### src/pkg/rpm_pkg.sv
// constants and types shared by the receive pattern matcher tail
package rpm_pkg;
    // register indices as printed; byte address is four times the index
    localparam logic [9:0]  IDX_PAT_60_61    = 10'h15A;
    localparam logic [9:0]  IDX_PAT_62_63    = 10'h15B;
    localparam logic [9:0]  IDX_MASK_0_15    = 10'h15C;
    localparam logic [9:0]  IDX_MASK_16_31   = 10'h15D;
    localparam logic [9:0]  IDX_MASK_32_47   = 10'h15E;
    localparam logic [9:0]  IDX_MASK_48_63   = 10'h15F;
    localparam logic [9:0]  IDX_START_POINT  = 10'h161;
    // reset values
    localparam logic [15:0] RST_PATTERN      = 16'h0000;
    localparam logic [15:0] RST_MASK         = 16'h0000;
    localparam logic [5:0]  RST_START        = 6'h00;
    // field layout
    localparam int          START_W          = 6;
    localparam int          PAT_BYTES        = 64;
    localparam int          TAIL_BYTES       = 4;
    localparam int          HEAD_BYTES       = 60;
    localparam int          LO_BYTE_LSB      = 0;
    localparam int          HI_BYTE_LSB      = 8;
    // matcher states
    typedef enum logic [1:0]
    {
        RPM_IDLE    = 2'b00,
        RPM_SKIP    = 2'b01,
        RPM_COMPARE = 2'b10,
        RPM_DONE    = 2'b11
    } rpm_state_t;
endpackage

### src/rpm_top.sv
// receive pattern matcher tail: registers, avalon slave and byte matcher
// Summary of operation
// - A writable 16-bit register holds pattern bytes 60 and 61.
// - A writable 16-bit register holds pattern bytes 62 and 63, the last two.
// - A mask bit of one excludes its pattern byte from comparison, zero includes it.
// - The first mask register covers bytes 0 to 15 and resets to zero.
// - The second mask register covers bytes 16 to 31 and resets to zero.
// - The third mask register covers bytes 32 to 47 and resets to zero.
// - The fourth mask register covers bytes 48 to 63 and resets to zero.
// - A 6-bit start point in bits 5:0 sets the byte after the delimiter where comparison starts.
// - Start point 0 starts at the first byte after the delimiter, 63 at the sixty-fourth.
// - Bits 15:6 of the start point register ignore writes and read zero.
// - Pattern bytes sit two per register at consecutive addresses.
module rpm_top
(
    input  wire logic                   sys_clk,
    input  wire logic                   arst_n,
    input  wire logic [11:0]            avs_address,
    input  wire logic                   avs_read,
    input  wire logic                   avs_write,
    input  wire logic [31:0]            avs_writedata,
    input  wire logic [3:0]             avs_byteenable,
    output logic [31:0]                 avs_readdata,
    output logic                        avs_waitrequest,
    output logic [1:0]                  avs_response,
    input  wire logic [8*rpm_pkg::HEAD_BYTES-1:0] head_pattern,
    input  wire logic                   rx_sfd,
    input  wire logic                   rx_valid,
    input  wire logic [7:0]             rx_data,
    input  wire logic                   rx_end,
    output logic                        match_pulse,
    output logic                        match_done,
    output logic [8*rpm_pkg::TAIL_BYTES-1:0] tail_pattern,
    output logic [rpm_pkg::PAT_BYTES-1:0]    byte_mask
);
    import rpm_pkg::*;

    logic [15:0]      pattern_60_61;
    logic [15:0]      pattern_62_63;
    logic [15:0]      mask_word [4];
    logic [5:0]       start_point;
    logic             acc_done;
    logic [9:0]       reg_idx;
    logic             idx_ok;
    logic [15:0]      rd_word;
    logic [15:0]      wr_mask;
    logic [15:0]      next_word;
    rpm_state_t       state;
    logic [5:0]       skip_cnt;
    logic [5:0]       cmp_idx;
    logic             all_hit;
    logic [7:0]       full_pat [PAT_BYTES];
    logic [PAT_BYTES-1:0] mask_flat;
    logic [PAT_BYTES-1:0] hit_vec;

    // word index from the byte address, low two bits ignored
    assign reg_idx = avs_address[11:2];
    assign wr_mask = {{8{avs_byteenable[1]}}, {8{avs_byteenable[0]}}};

    // address decode of mapped registers
    always_comb
    begin
        idx_ok  = 1'b1;
        rd_word = 16'h0000;
        unique case (reg_idx)
            IDX_PAT_60_61:   rd_word = pattern_60_61;
            IDX_PAT_62_63:   rd_word = pattern_62_63;
            IDX_MASK_0_15:   rd_word = mask_word[0];
            IDX_MASK_16_31:  rd_word = mask_word[1];
            IDX_MASK_32_47:  rd_word = mask_word[2];
            IDX_MASK_48_63:  rd_word = mask_word[3];
            IDX_START_POINT: rd_word = {10'h000, start_point};
            default:         idx_ok  = 1'b0;
        endcase
    end

    // byte-enable merge of write data into the old word
    assign next_word = (avs_writedata[15:0] & wr_mask) | (rd_word & ~wr_mask);

    // one wait cycle per access: waitrequest low on the second cycle
    always_ff @(posedge sys_clk or negedge arst_n)
    begin
        if (!arst_n)
            acc_done <= 1'b0;
        else
            acc_done <= (avs_read | avs_write) & ~acc_done;
    end

    always_ff @(posedge sys_clk or negedge arst_n)
    begin
        if (!arst_n)
            avs_waitrequest <= 1'b1;
        else
            avs_waitrequest <= ~((avs_read | avs_write) & ~acc_done);
    end

    // read data and response registered with the answer
    always_ff @(posedge sys_clk or negedge arst_n)
    begin
        if (!arst_n)
        begin
            avs_readdata <= 32'h0000_0000;
            avs_response <= 2'b00;
        end
        else if ((avs_read | avs_write) & ~acc_done)
        begin
            avs_readdata <= avs_read ? {16'h0000, rd_word} : 32'h0000_0000;
            avs_response <= idx_ok ? 2'b00 : 2'b11; // decode error when unmapped
        end
    end

    // pattern tail registers, written at the sampling edge
    always_ff @(posedge sys_clk or negedge arst_n)
    begin
        if (!arst_n)
        begin
            pattern_60_61 <= RST_PATTERN;
            pattern_62_63 <= RST_PATTERN;
        end
        else if (avs_write & acc_done)
        begin
            if (reg_idx == IDX_PAT_60_61)
                pattern_60_61 <= next_word;
            if (reg_idx == IDX_PAT_62_63)
                pattern_62_63 <= next_word;
        end
    end

    // byte mask registers, cleared at reset
    always_ff @(posedge sys_clk or negedge arst_n)
    begin
        if (!arst_n)
        begin
            for (int i = 0; i < 4; i++)
                mask_word[i] <= RST_MASK;
        end
        else if (avs_write & acc_done)
        begin
            if (reg_idx == IDX_MASK_0_15)
                mask_word[0] <= next_word;
            if (reg_idx == IDX_MASK_16_31)
                mask_word[1] <= next_word;
            if (reg_idx == IDX_MASK_32_47)
                mask_word[2] <= next_word;
            if (reg_idx == IDX_MASK_48_63)
                mask_word[3] <= next_word;
        end
    end

    // start point, only the low six bits are stored
    always_ff @(posedge sys_clk or negedge arst_n)
    begin
        if (!arst_n)
            start_point <= RST_START;
        else if (avs_write & acc_done & (reg_idx == IDX_START_POINT) & avs_byteenable[0])
            start_point <= avs_writedata[START_W-1:0];
    end

    // flat mask and pattern vectors, sixteen mask bits or two pattern bytes per word
    assign mask_flat = {mask_word[3], mask_word[2], mask_word[1], mask_word[0]};

    genvar g;
    generate
        for (g = 0; g < PAT_BYTES; g++)
        begin : gen_byte
            if (g < HEAD_BYTES)
            begin : gen_head
                assign full_pat[g] = head_pattern[8*g +: 8];
            end
            else if (g < HEAD_BYTES + 2)
            begin : gen_t0
                assign full_pat[g] = pattern_60_61[(g % 2 == 0 ? LO_BYTE_LSB : HI_BYTE_LSB) +: 8];
            end
            else
            begin : gen_t1
                assign full_pat[g] = pattern_62_63[(g % 2 == 0 ? LO_BYTE_LSB : HI_BYTE_LSB) +: 8];
            end
            rpm_byte_cmp u_cmp
            (
                .pat_byte (full_pat[g]),
                .rx_byte  (rx_data),
                .mask_bit (mask_flat[g]),
                .hit      (hit_vec[g])
            );
        end
    endgenerate

    // frame walker: skip to start point, then compare 64 bytes
    always_ff @(posedge sys_clk or negedge arst_n)
    begin
        if (!arst_n)
        begin
            state    <= RPM_IDLE;
            skip_cnt <= 6'h00;
            cmp_idx  <= 6'h00;
            all_hit  <= 1'b0;
        end
        else if (rx_sfd)
        begin
            state    <= (start_point == 6'h00) ? RPM_COMPARE : RPM_SKIP;
            skip_cnt <= start_point;
            cmp_idx  <= 6'h00;
            all_hit  <= 1'b1;
        end
        else
        begin
            unique case (state)
                RPM_IDLE:
                    state <= RPM_IDLE;
                RPM_SKIP:
                    if (rx_end)
                        state <= RPM_IDLE;
                    else if (rx_valid)
                    begin
                        skip_cnt <= skip_cnt - 6'h01;
                        if (skip_cnt == 6'h01)
                            state <= RPM_COMPARE;
                    end
                RPM_COMPARE:
                    if (rx_end)
                        state <= RPM_IDLE;
                    else if (rx_valid)
                    begin
                        all_hit <= all_hit & hit_vec[cmp_idx];
                        cmp_idx <= cmp_idx + 6'h01;
                        if (cmp_idx == 6'h3F)
                            state <= RPM_DONE;
                    end
                RPM_DONE:
                    state <= RPM_IDLE;
            endcase
        end
    end

    // result outputs registered
    always_ff @(posedge sys_clk or negedge arst_n)
    begin
        if (!arst_n)
        begin
            match_pulse <= 1'b0;
            match_done  <= 1'b0;
        end
        else
        begin
            match_done  <= (state == RPM_DONE);
            match_pulse <= (state == RPM_DONE) & all_hit;
        end
    end

    // stored tail and mask exported to the rest of the matcher
    always_ff @(posedge sys_clk or negedge arst_n)
    begin
        if (!arst_n)
        begin
            tail_pattern <= 32'h0000_0000;
            byte_mask    <= 64'h0000_0000_0000_0000;
        end
        else
        begin
            tail_pattern <= {pattern_62_63, pattern_60_61};
            byte_mask    <= mask_flat;
        end
    end

    mask_reset_a: assert property (@(posedge sys_clk)
        $rose(arst_n) |-> byte_mask == 64'h0)
        else $error("mask not zero after reset");
    start_upper_a: assert property (@(posedge sys_clk) disable iff (!arst_n)
        (avs_read & ~avs_waitrequest & (reg_idx == IDX_START_POINT)) |-> avs_readdata[15:6] == 10'h0)
        else $error("start point upper bits not zero");
    tail_write_a: assert property (@(posedge sys_clk) disable iff (!arst_n)
        (avs_write & acc_done & (reg_idx == IDX_PAT_60_61) & (avs_byteenable[1:0] == 2'b11))
        |=> ##1 tail_pattern[15:0] == $past(avs_writedata[15:0], 2))
        else $error("pattern 60 61 not stored");
    match_done_a: assert property (@(posedge sys_clk) disable iff (!arst_n)
        match_pulse |-> match_done)
        else $error("match without done");
    skip_len_a: assert property (@(posedge sys_clk) disable iff (!arst_n)
        (state == RPM_SKIP && skip_cnt == 6'h01 && rx_valid && !rx_end && !rx_sfd)
        |=> state == RPM_COMPARE)
        else $error("skip did not end at start point");
    zero_start_a: assert property (@(posedge sys_clk) disable iff (!arst_n)
        (rx_sfd && start_point == 6'h00) |=> state == RPM_COMPARE && cmp_idx == 6'h00)
        else $error("zero start point not immediate");
    tail_hi_a: assert property (@(posedge sys_clk) disable iff (!arst_n)
        (avs_write & acc_done & (reg_idx == IDX_PAT_62_63) & (avs_byteenable[1:0] == 2'b11))
        |=> ##1 tail_pattern[31:16] == $past(avs_writedata[15:0], 2))
        else $error("pattern 62 63 not stored");
    mask_all_a: assert property (@(posedge sys_clk) disable iff (!arst_n)
        (state == RPM_DONE && mask_flat == 64'hFFFF_FFFF_FFFF_FFFF && $stable(all_hit) && all_hit)
        |=> match_pulse)
        else $error("fully masked frame not matched");
    mask_first_a: assert property (@(posedge sys_clk) disable iff (!arst_n)
        (avs_write & acc_done & (reg_idx == IDX_MASK_0_15) & (avs_byteenable[1:0] == 2'b11))
        |=> ##1 byte_mask[15:0] == $past(avs_writedata[15:0], 2))
        else $error("mask 0 15 not stored");
    mask_second_a: assert property (@(posedge sys_clk) disable iff (!arst_n)
        (avs_write & acc_done & (reg_idx == IDX_MASK_16_31) & (avs_byteenable[1:0] == 2'b11))
        |=> ##1 byte_mask[31:16] == $past(avs_writedata[15:0], 2))
        else $error("mask 16 31 not stored");
    mask_third_a: assert property (@(posedge sys_clk) disable iff (!arst_n)
        (avs_write & acc_done & (reg_idx == IDX_MASK_32_47) & (avs_byteenable[1:0] == 2'b11))
        |=> ##1 byte_mask[47:32] == $past(avs_writedata[15:0], 2))
        else $error("mask 32 47 not stored");
    mask_fourth_a: assert property (@(posedge sys_clk) disable iff (!arst_n)
        (avs_write & acc_done & (reg_idx == IDX_MASK_48_63) & (avs_byteenable[1:0] == 2'b11))
        |=> ##1 byte_mask[63:48] == $past(avs_writedata[15:0], 2))
        else $error("mask 48 63 not stored");
    start_store_a: assert property (@(posedge sys_clk) disable iff (!arst_n)
        (avs_write & acc_done & (reg_idx == IDX_START_POINT) & avs_byteenable[0])
        |=> start_point == $past(avs_writedata[5:0]))
        else $error("start point not stored");
    done_pulse_a: assert property (@(posedge sys_clk) disable iff (!arst_n)
        match_done |=> !match_done)
        else $error("done longer than one cycle");
    masked_keep_a: assert property (@(posedge sys_clk) disable iff (!arst_n)
        (state == RPM_COMPARE && rx_valid && !rx_end && !rx_sfd && mask_flat[cmp_idx])
        |=> all_hit == $past(all_hit))
        else $error("masked byte changed the result");
    miss_clear_a: assert property (@(posedge sys_clk) disable iff (!arst_n)
        (state == RPM_COMPARE && rx_valid && !rx_end && !rx_sfd && !mask_flat[cmp_idx]
            && full_pat[cmp_idx] != rx_data) |=> !all_hit)
        else $error("unmasked miss not seen");
    abort_idle_a: assert property (@(posedge sys_clk) disable iff (!arst_n)
        (state != RPM_IDLE && rx_end && !rx_sfd) |=> state == RPM_IDLE)
        else $error("aborted frame still walking");
endmodule

### src/rpm_byte_cmp.sv
// one pattern byte compared against one received byte under its mask
module rpm_byte_cmp
(
    input  wire logic [7:0] pat_byte,
    input  wire logic [7:0] rx_byte,
    input  wire logic       mask_bit,
    output logic            hit
);
    import rpm_pkg::*;
    // masked byte always counts as matching
    // mask excludes byte
    assign hit = mask_bit | (pat_byte == rx_byte);
endmodule

### config.mk
export PLATFORM = sky130hd
export DESIGN_NAME = rpm_top
export DESIGN_NICKNAME = d
export VERILOG_FILES = /design/src/pkg/rpm_pkg.sv /design/src/rpm_top.sv /design/src/rpm_byte_cmp.sv
export SDC_FILE = /design/constraint.sdc
export NUM_CORES = 1
export LEC_CHECK = 0
export BUFFER_PORTS_ARGS = -buffer_cell sky130_fd_sc_hd__buf_2
export CAP_MARGIN = 5
export CORE_AREA = 2 2 260 262
export DETAILED_ROUTE_END_ITERATION = 8
export DIE_AREA = 0 0 262 264
export MAX_ROUTING_LAYER = met4
export PLACE_DENSITY = 0.5
export SLEW_MARGIN = 10
export SYNTH_ARGS = -nofsm -noshare
export SYNTH_HDL_FRONTEND = slang
export SYNTH_SLANG_ARGS = --single-unit
### constraint.sdc
create_clock -name sys_clk -period 1.8 [get_ports sys_clk]
set_clock_uncertainty 0.15 [all_clocks]
set_input_delay 0.09 -clock sys_clk [delete_from_list [all_inputs] [get_ports sys_clk]]
set_output_delay 0.09 -clock sys_clk [all_outputs]
set_load 0.03 [all_outputs]
# Word-level counts from Yosys, hierarchy flattened
# Cells that the tools add are included.
[word_totals] reg_bits=251 inputBits=543 out_inout_bits=133 elab_cells=223
[op_classes] add_sub_neg=2 magnitude_cmp=1 eq_ne=81 muxes=27 bitwise=77 n_reduce_logical=16
[op_table] cell="8-bit equality test" n=64
[op_table] cell="16-bit case mux with 7 select lines" n=1
[op_table] cell="10-bit by 9-bit equality test with 1-bit output (second input constant)" n=7
[op_table] cell="1-bit bitwise OR" n=65
[op_table] cell="6-bit two-way mux" n=8
[op_table] cell="16-bit bitwise AND" n=2
[op_table] cell="2-bit two-way mux" n=9
[op_table] cell="16-bit two-way mux" n=1
[op_table] cell="4-bit inequality test (second input constant)" n=4
[op_table] cell="16-bit inverter" n=1
[op_table] cell="16-bit bitwise OR" n=1
[op_table] cell="2-bit AND reduction" n=6
[op_table] cell="6-bit by 7-bit < comparator with 1-bit output (second input constant)" n=1
[op_table] cell="7-bit OR reduction" n=1
[op_table] cell="6-bit by 1-bit adder with 6-bit output (second input constant)" n=1
[op_table] cell="1-bit bitwise AND" n=6
[op_table] cell="1-bit binary-select mux with 6-bit select" n=1
[op_table] cell="6-bit by 1-bit equality test with 1-bit output (second input constant)" n=1
[op_table] cell="6-bit equality test (second input constant)" n=1
[op_table] cell="6-bit logical NOT" n=1
[op_table] cell="1-bit two-way mux" n=6
[op_table] cell="2-bit case mux with 3 select lines" n=1
[op_table] cell="3-bit AND reduction" n=2
[op_table] cell="2-bit nonzero test" n=3
[op_table] cell="other kinds (8)" n=10

# Depth between registers and ports, before layout
[logic_depth] ltp_word=9 depth_mapped=11 mapped_depth_nobuf=8

# By module
# From an unflattened synthesis, not the netlist that was laid out.
[unflattened] hier_cells=1433 hier_area_um2=15422.3
[modules_own_cells] mod="rpm_top" instances=1 cells_each=729 area_per_inst_um2=9656.8 seq_area_each_um2=5856.9
[modules_own_cells] mod="rpm_byte_cmp" instances=64 cells_each=11 area_per_inst_um2=90.1 seq_area_each_um2=0.0

# Least setup slack after synthesis
# OpenSTA, ideal clock, no wires.
[synth_path] path_type="in2reg" from="input avs_address[2]" to="register mask_word, in the netlist mask_flat[28]" setup_time_ns=0.136 arrival_ns=1.704 t_required_ns=1.514 path_slack_ns=-0.190 cell_stages=7 path_buffers=2 path_cell_list="buf_2 > buf_1 > mux2_2 > a222oi_1 > nand2_1 > mux2i_1 > o21ai_0"
[synth_between] elab_chain_len=4 word_cells_on_any_way=11 cone_classes="eq/ne: 7; mux: 1; bitwise: 2; reduce/logical: 1"
[synth_lines] item="start: declaration" line_no="rpm_top.sv:18" rtl="input wire logic [11:0] avs_address,"
[synth_lines] item="10-bit by 9-bit equality test with 1-bit output, on equally long branches" line_no="rpm_top.sv:65, rpm_top.sv:141"
[synth_lines] item="16-bit case mux with 7 select lines" line_no="rpm_top.sv:65" rtl="unique case (reg_idx)"
[synth_lines] item="16-bit bitwise AND" line_no="rpm_top.sv:78" rtl="assign next_word = (avs_writedata[15:0] & wr_mask) | (rd_word & ~wr_mask);"
[synth_lines] item="16-bit bitwise OR" line_no="rpm_top.sv:78"
[synth_lines] item="end: declaration" line_no="rpm_top.sv:40" rtl="logic [15:0] mask_word [4];"
# Several ways; a longest one is shown, not always the timed one.
# A chain may end at the register's enable or synchronous reset.

# Final worst setup path
[layout_path] from="register cmp_idx[0]" to="register all_hit"
[layout_between] elab_chain_len=7
[layout_lines] item="start: declaration" line_no="rpm_top.sv:50" rtl="logic [5:0] cmp_idx;"
[layout_lines] item="start signal: assignment" line_no="rpm_top.sv:225" rtl="cmp_idx <= cmp_idx + 6'h01;"
[layout_lines] item="1-bit binary-select mux with 6-bit select" line_no="rpm_top.sv:224" rtl="all_hit <= all_hit & hit_vec[cmp_idx];"
[layout_lines] item="1-bit two-way mux (implied by the code)" line_no="rpm_top.sv:224"
[layout_lines] item="1-bit bitwise AND" line_no="rpm_top.sv:224"
[layout_lines] item="1-bit two-way mux" line_no="rpm_top.sv:222" rtl="else if (rx_valid)"
[layout_lines] item="1-bit two-way mux" line_no="rpm_top.sv:220" rtl="if (rx_end)"
[layout_lines] item="1-bit two-way mux" line_no="rpm_top.sv:207" rtl="unique case (state)"
[layout_lines] item="1-bit two-way mux" line_no="rpm_top.sv:198" rtl="else if (rx_sfd)"
[layout_lines] item="end signal: assignment" line_no="rpm_top.sv:224"
[layout_lines] item="end: declaration" line_no="rpm_top.sv:51" rtl="logic all_hit;"
# Every way passes these cells. The select of a mux whose other input is x is not followed.

==> results.md <==
* Number of H-tree levels at 1
* Tightest Hold Check Type: primary input to flop
* Met2 routed WL at 43.6 mm
* Achievable frequency at 490 MHz
* Worst slew pin tran at 0.917 ns
* DRT antenna net count at 0
* Number of clock buffers inserted by TritonCTS at 29
* Cell area power density at 628 nW/um^2
* Site row count at 95
* GRT Util Overall at 24.9%
* Post-route cell area at 24,000 um^2
* Worst-path maximum fanout at 14
* Total half-perimeter wirelength after legalization and detailed placement at 71.4 mm
* Leading cell type by number of instances after synthesis: sky130_fd_sc_hd__xor2_1
* Leak Pwr at 0.0120 uW
* Standard cell with the maximum stage delay on the critical path: sky130_fd_sc_hd__dfrtp_2
* Share of the cycle needed by the critical path after routing at 113%
* Data arrival time of the critical path at 2.34 ns
* Netlist cell types at 52
* Relative slew slack at 38.8%
* Cell area after synthesis at 15,100 um^2
* Instance count along the most critical hold path at 3
* Insertion delay of the later-clocked pin in the worst-skew pair at 0.59 ns
* Type of element launching the critical path: flop
* Final Routed Wirelength at 87.1 mm
* Number of instances in the synthesized netlist at 1,534
* First DRT Iteration DRCs at 1,074
* Post-route insts no fill at 3,402
* Clock buffer depth at 3
* Post-Route Utilization at 36.1%
* Met1 WL at 37.5 mm
* Number of synthesized flops with an enable pin at 0
* Number of antenna violations at the first check in global routing at 24
* CTS clock-pin slew for the worst setup and hold paths at 0.06 ns
* Area of the core at 66,600 um^2
* Die H at 264 um
* Min cycle time layout at 2.04 ns
* Total of fill cells in the finished design at 6,866
* Standard cell area after detailed placement at 21,900 um^2
* Run status: finished with violations
* Total of flip-flops plus latches after synthesis at 234
* Worst-case vdd ir drop at 0.679 mV
* Count of clock tree sinks at 234
* Final estimated routing congestion in global placement at 0.937
* Main area contributors after synthesis: sky130_fd_sc_hd__dfrtp_1 (39%), sky130_fd_sc_hd__xor2_1 (28%), sky130_fd_sc_hd__nor4_1 (5.0%)
* Multi-input gate area at 9140 um^2
* Max-cap violations at 0
* Pre-antenna DRT Iters at 6
* Sequential standard cell area at 5870 um^2
* Global-route wire length before repair at 120 mm
* DIE WIDTH at 262 um
* Post-synth top area share at 38.7%
* Main synth FF type: sky130_fd_sc_hd__dfrtp_1
* Total placed cells including tap cells at 3,291
* Most instantiated cells after synthesis: sky130_fd_sc_hd__xor2_1 (487), sky130_fd_sc_hd__dfrtp_1 (233), sky130_fd_sc_hd__nand2_1 (140), sky130_fd_sc_hd__nor4_1 (120), sky130_fd_sc_hd__o21ai_0 (99)
* Post-detailed-route wirelength per cell at 25.6 um
* CTS root buffer: sky130_fd_sc_hd__clkbuf_16
* Number of cells on the worst reg-to-reg path at 7
* Slew Limit Fails at 0
* Crit-path max cell delay at 0.48 ns
* Yosys Warn Count at 0
* Sequential-to-total area share from yosys stat at 38.8%
* Ratio of cells with drive above 1 in the final layout at 48.5%
* IO Count at 676
* Ordered list of cells on the worst path: buf_12 -> nor2_1 -> o21ai_2 -> a311oi_2 -> a21oi_1 -> o32ai_2 -> o22ai_1
* Kind of capture point of the worst setup path: flop
* Final hold viol count at 0
* Clock tree from TritonCTS: done
* Failing checks: negative setup slack
* Classification of the worst setup path: flop to flop
* Final worst-path setup slack at -0.241 ns
* Via count at 15,600
* Residual DRC at 0
* Syn-to-layout area delta at 59.2%
* Data required time of the worst path at 2.10 ns
* Via count of the first global-routing pass at 16,500
* Global route overflow at 0
* Final count of negative-setup-slack endpoints at 100
* Via density at 4.59
* RSZ-0062 raised after global routing: yes
* Largest net degree at the start of global routing at 49
* Initial Util at 22.7%
* Highest signal layer in the routed design: met4
* Met3 WL post-DR at 4.72 mm
* Die Outline Area at 69,200 um^2
* Top cell type by total area after synthesis: sky130_fd_sc_hd__dfrtp_1
* Mean instance size in the synthesized netlist at 9.83 um^2
* Number of port buffers at 639
* Async S/R FF share, synth at 100%
* Fin nets at 3,038
-- report_power, final --
part | switching, uW | total [uW] | internal (uW)
sequential | 30.7 | 5330 | 5300
clock | 2590 | 6420 | 3830
combinational | 1820 | 3330 | 1500
total | 4440 | 15100 | 10600
-- worst paths after layout --
path	slack [ns]	endpoint	start
min in group asynchronous	0.52	tail_pattern[22]	arst_n
max	-0.24	all_hit	cmp_idx[0]
min	0.03	mask_flat[47]	avs_byteenable[1]
max reg2reg	-0.24	all_hit	cmp_idx[0]
min reg2reg	0.30	byte_mask[63]	mask_flat[63]
max in group asynchronous	0.61	byte_mask[17]	arst_n
-- layout make-up --
cell class	count	share of cell area, %
Clock inverter	17	1.03
Inverter	7	0.120
Sequential cell	234	24.4
Multi-Input combinational cell	1185	38.0
Timing Repair Buffer	1035	28.4
Clock buffer	37	3.27
Antenna cell	14	0.146
Tap cell	873	4.55
-- logic make-up after synthesis --
logic type	count (synthesis)	share of synthesized area, %
buf+inv	130	5.08
other cells	1	0.0249
simple gates	343	11.6
fa+ha+maj	3	0.249
mux	41	3.15
xor+xnor	522	30.3
compound gates	260	10.8
flops	234	38.8
-- layout by cell type (no fill, tap or decap), drive strengths merged, types with 4 or more instances in the layout --
cell         instances
a211oi              35
a21oi               50
a222oi              16
a22o                16
a22oi               16
a31oi                5
and3                 5
buf               1008
bufinv               5
clkbuf              38
clkinv               6
clkinvlp             4
conb                16
dfrtp              233
diode               14
dlygate4sd3         26
inv                  9
mux2                22
mux2i               16
nand2              140
nand2b               6
nand3               13
nand4               10
nor2                17
nor2b                8
nor3                12
nor4               120
o21ai              106
xnor2               35
xor2               487
-- flip-flops by register name, summed over array words and instances, names as in the netlist --
register / flops
byte_mask: 64
mask_flat: 64
tail_pattern: 32
avs_readdata: 16
pattern_60_61: 16
pattern_62_63: 16
cmp_idx: 6
skip_cnt: 6
start_point: 6
state: 2
acc_done: 1
all_hit: 1
avs_response: 1
avs_waitrequest: 1
match_done: 1
match_pulse: 1
-- layer usage --
layer	GRT usage (%)	vias up
met3	3.66	85
met4	5.79	0
met5	-	-
met1	31.3	7700
li1	-	7256
met2	41.9	569
-- through the flow --
step / worst slack (ns) / hold WS (ns) / TNS [ns] / total power, uW
CTS: -0.196 / 0.00227 / -5.90 / 15200
finish: -0.241 / 0.0330 / -7.21 / 15100
detailed placement: -1.12 / -0.135 / -46.68 / 8590
floorplan: -0.0493 / -0.356 / -0.0635 / 6860
global route: -0.297 / 0.0372 / -15.80 / 15700
global placement: -1.14 / -0.138 / -43.29 / 8590
-- repair_timing --
item | CTS | global route
gates resized for setup | 172 | 71
endpoints found under the hold margin | 370 | 0
hold buffers | 27 | 0
setup endpoints to repair | 108 | 116
gates cloned | 0 | 1
buffers inserted | 12 | 12
pin swaps | 51 | 32
-- critical path: cells and delay by family, from the launching register on --
kind / cells / cell delay [ns]
flops: 1 / 0.48
buf+inv: 1 / 0.18
compound gates: 5 / 0.87
simple gates: 1 / 0.23
(Power assumes the default switching activity.)
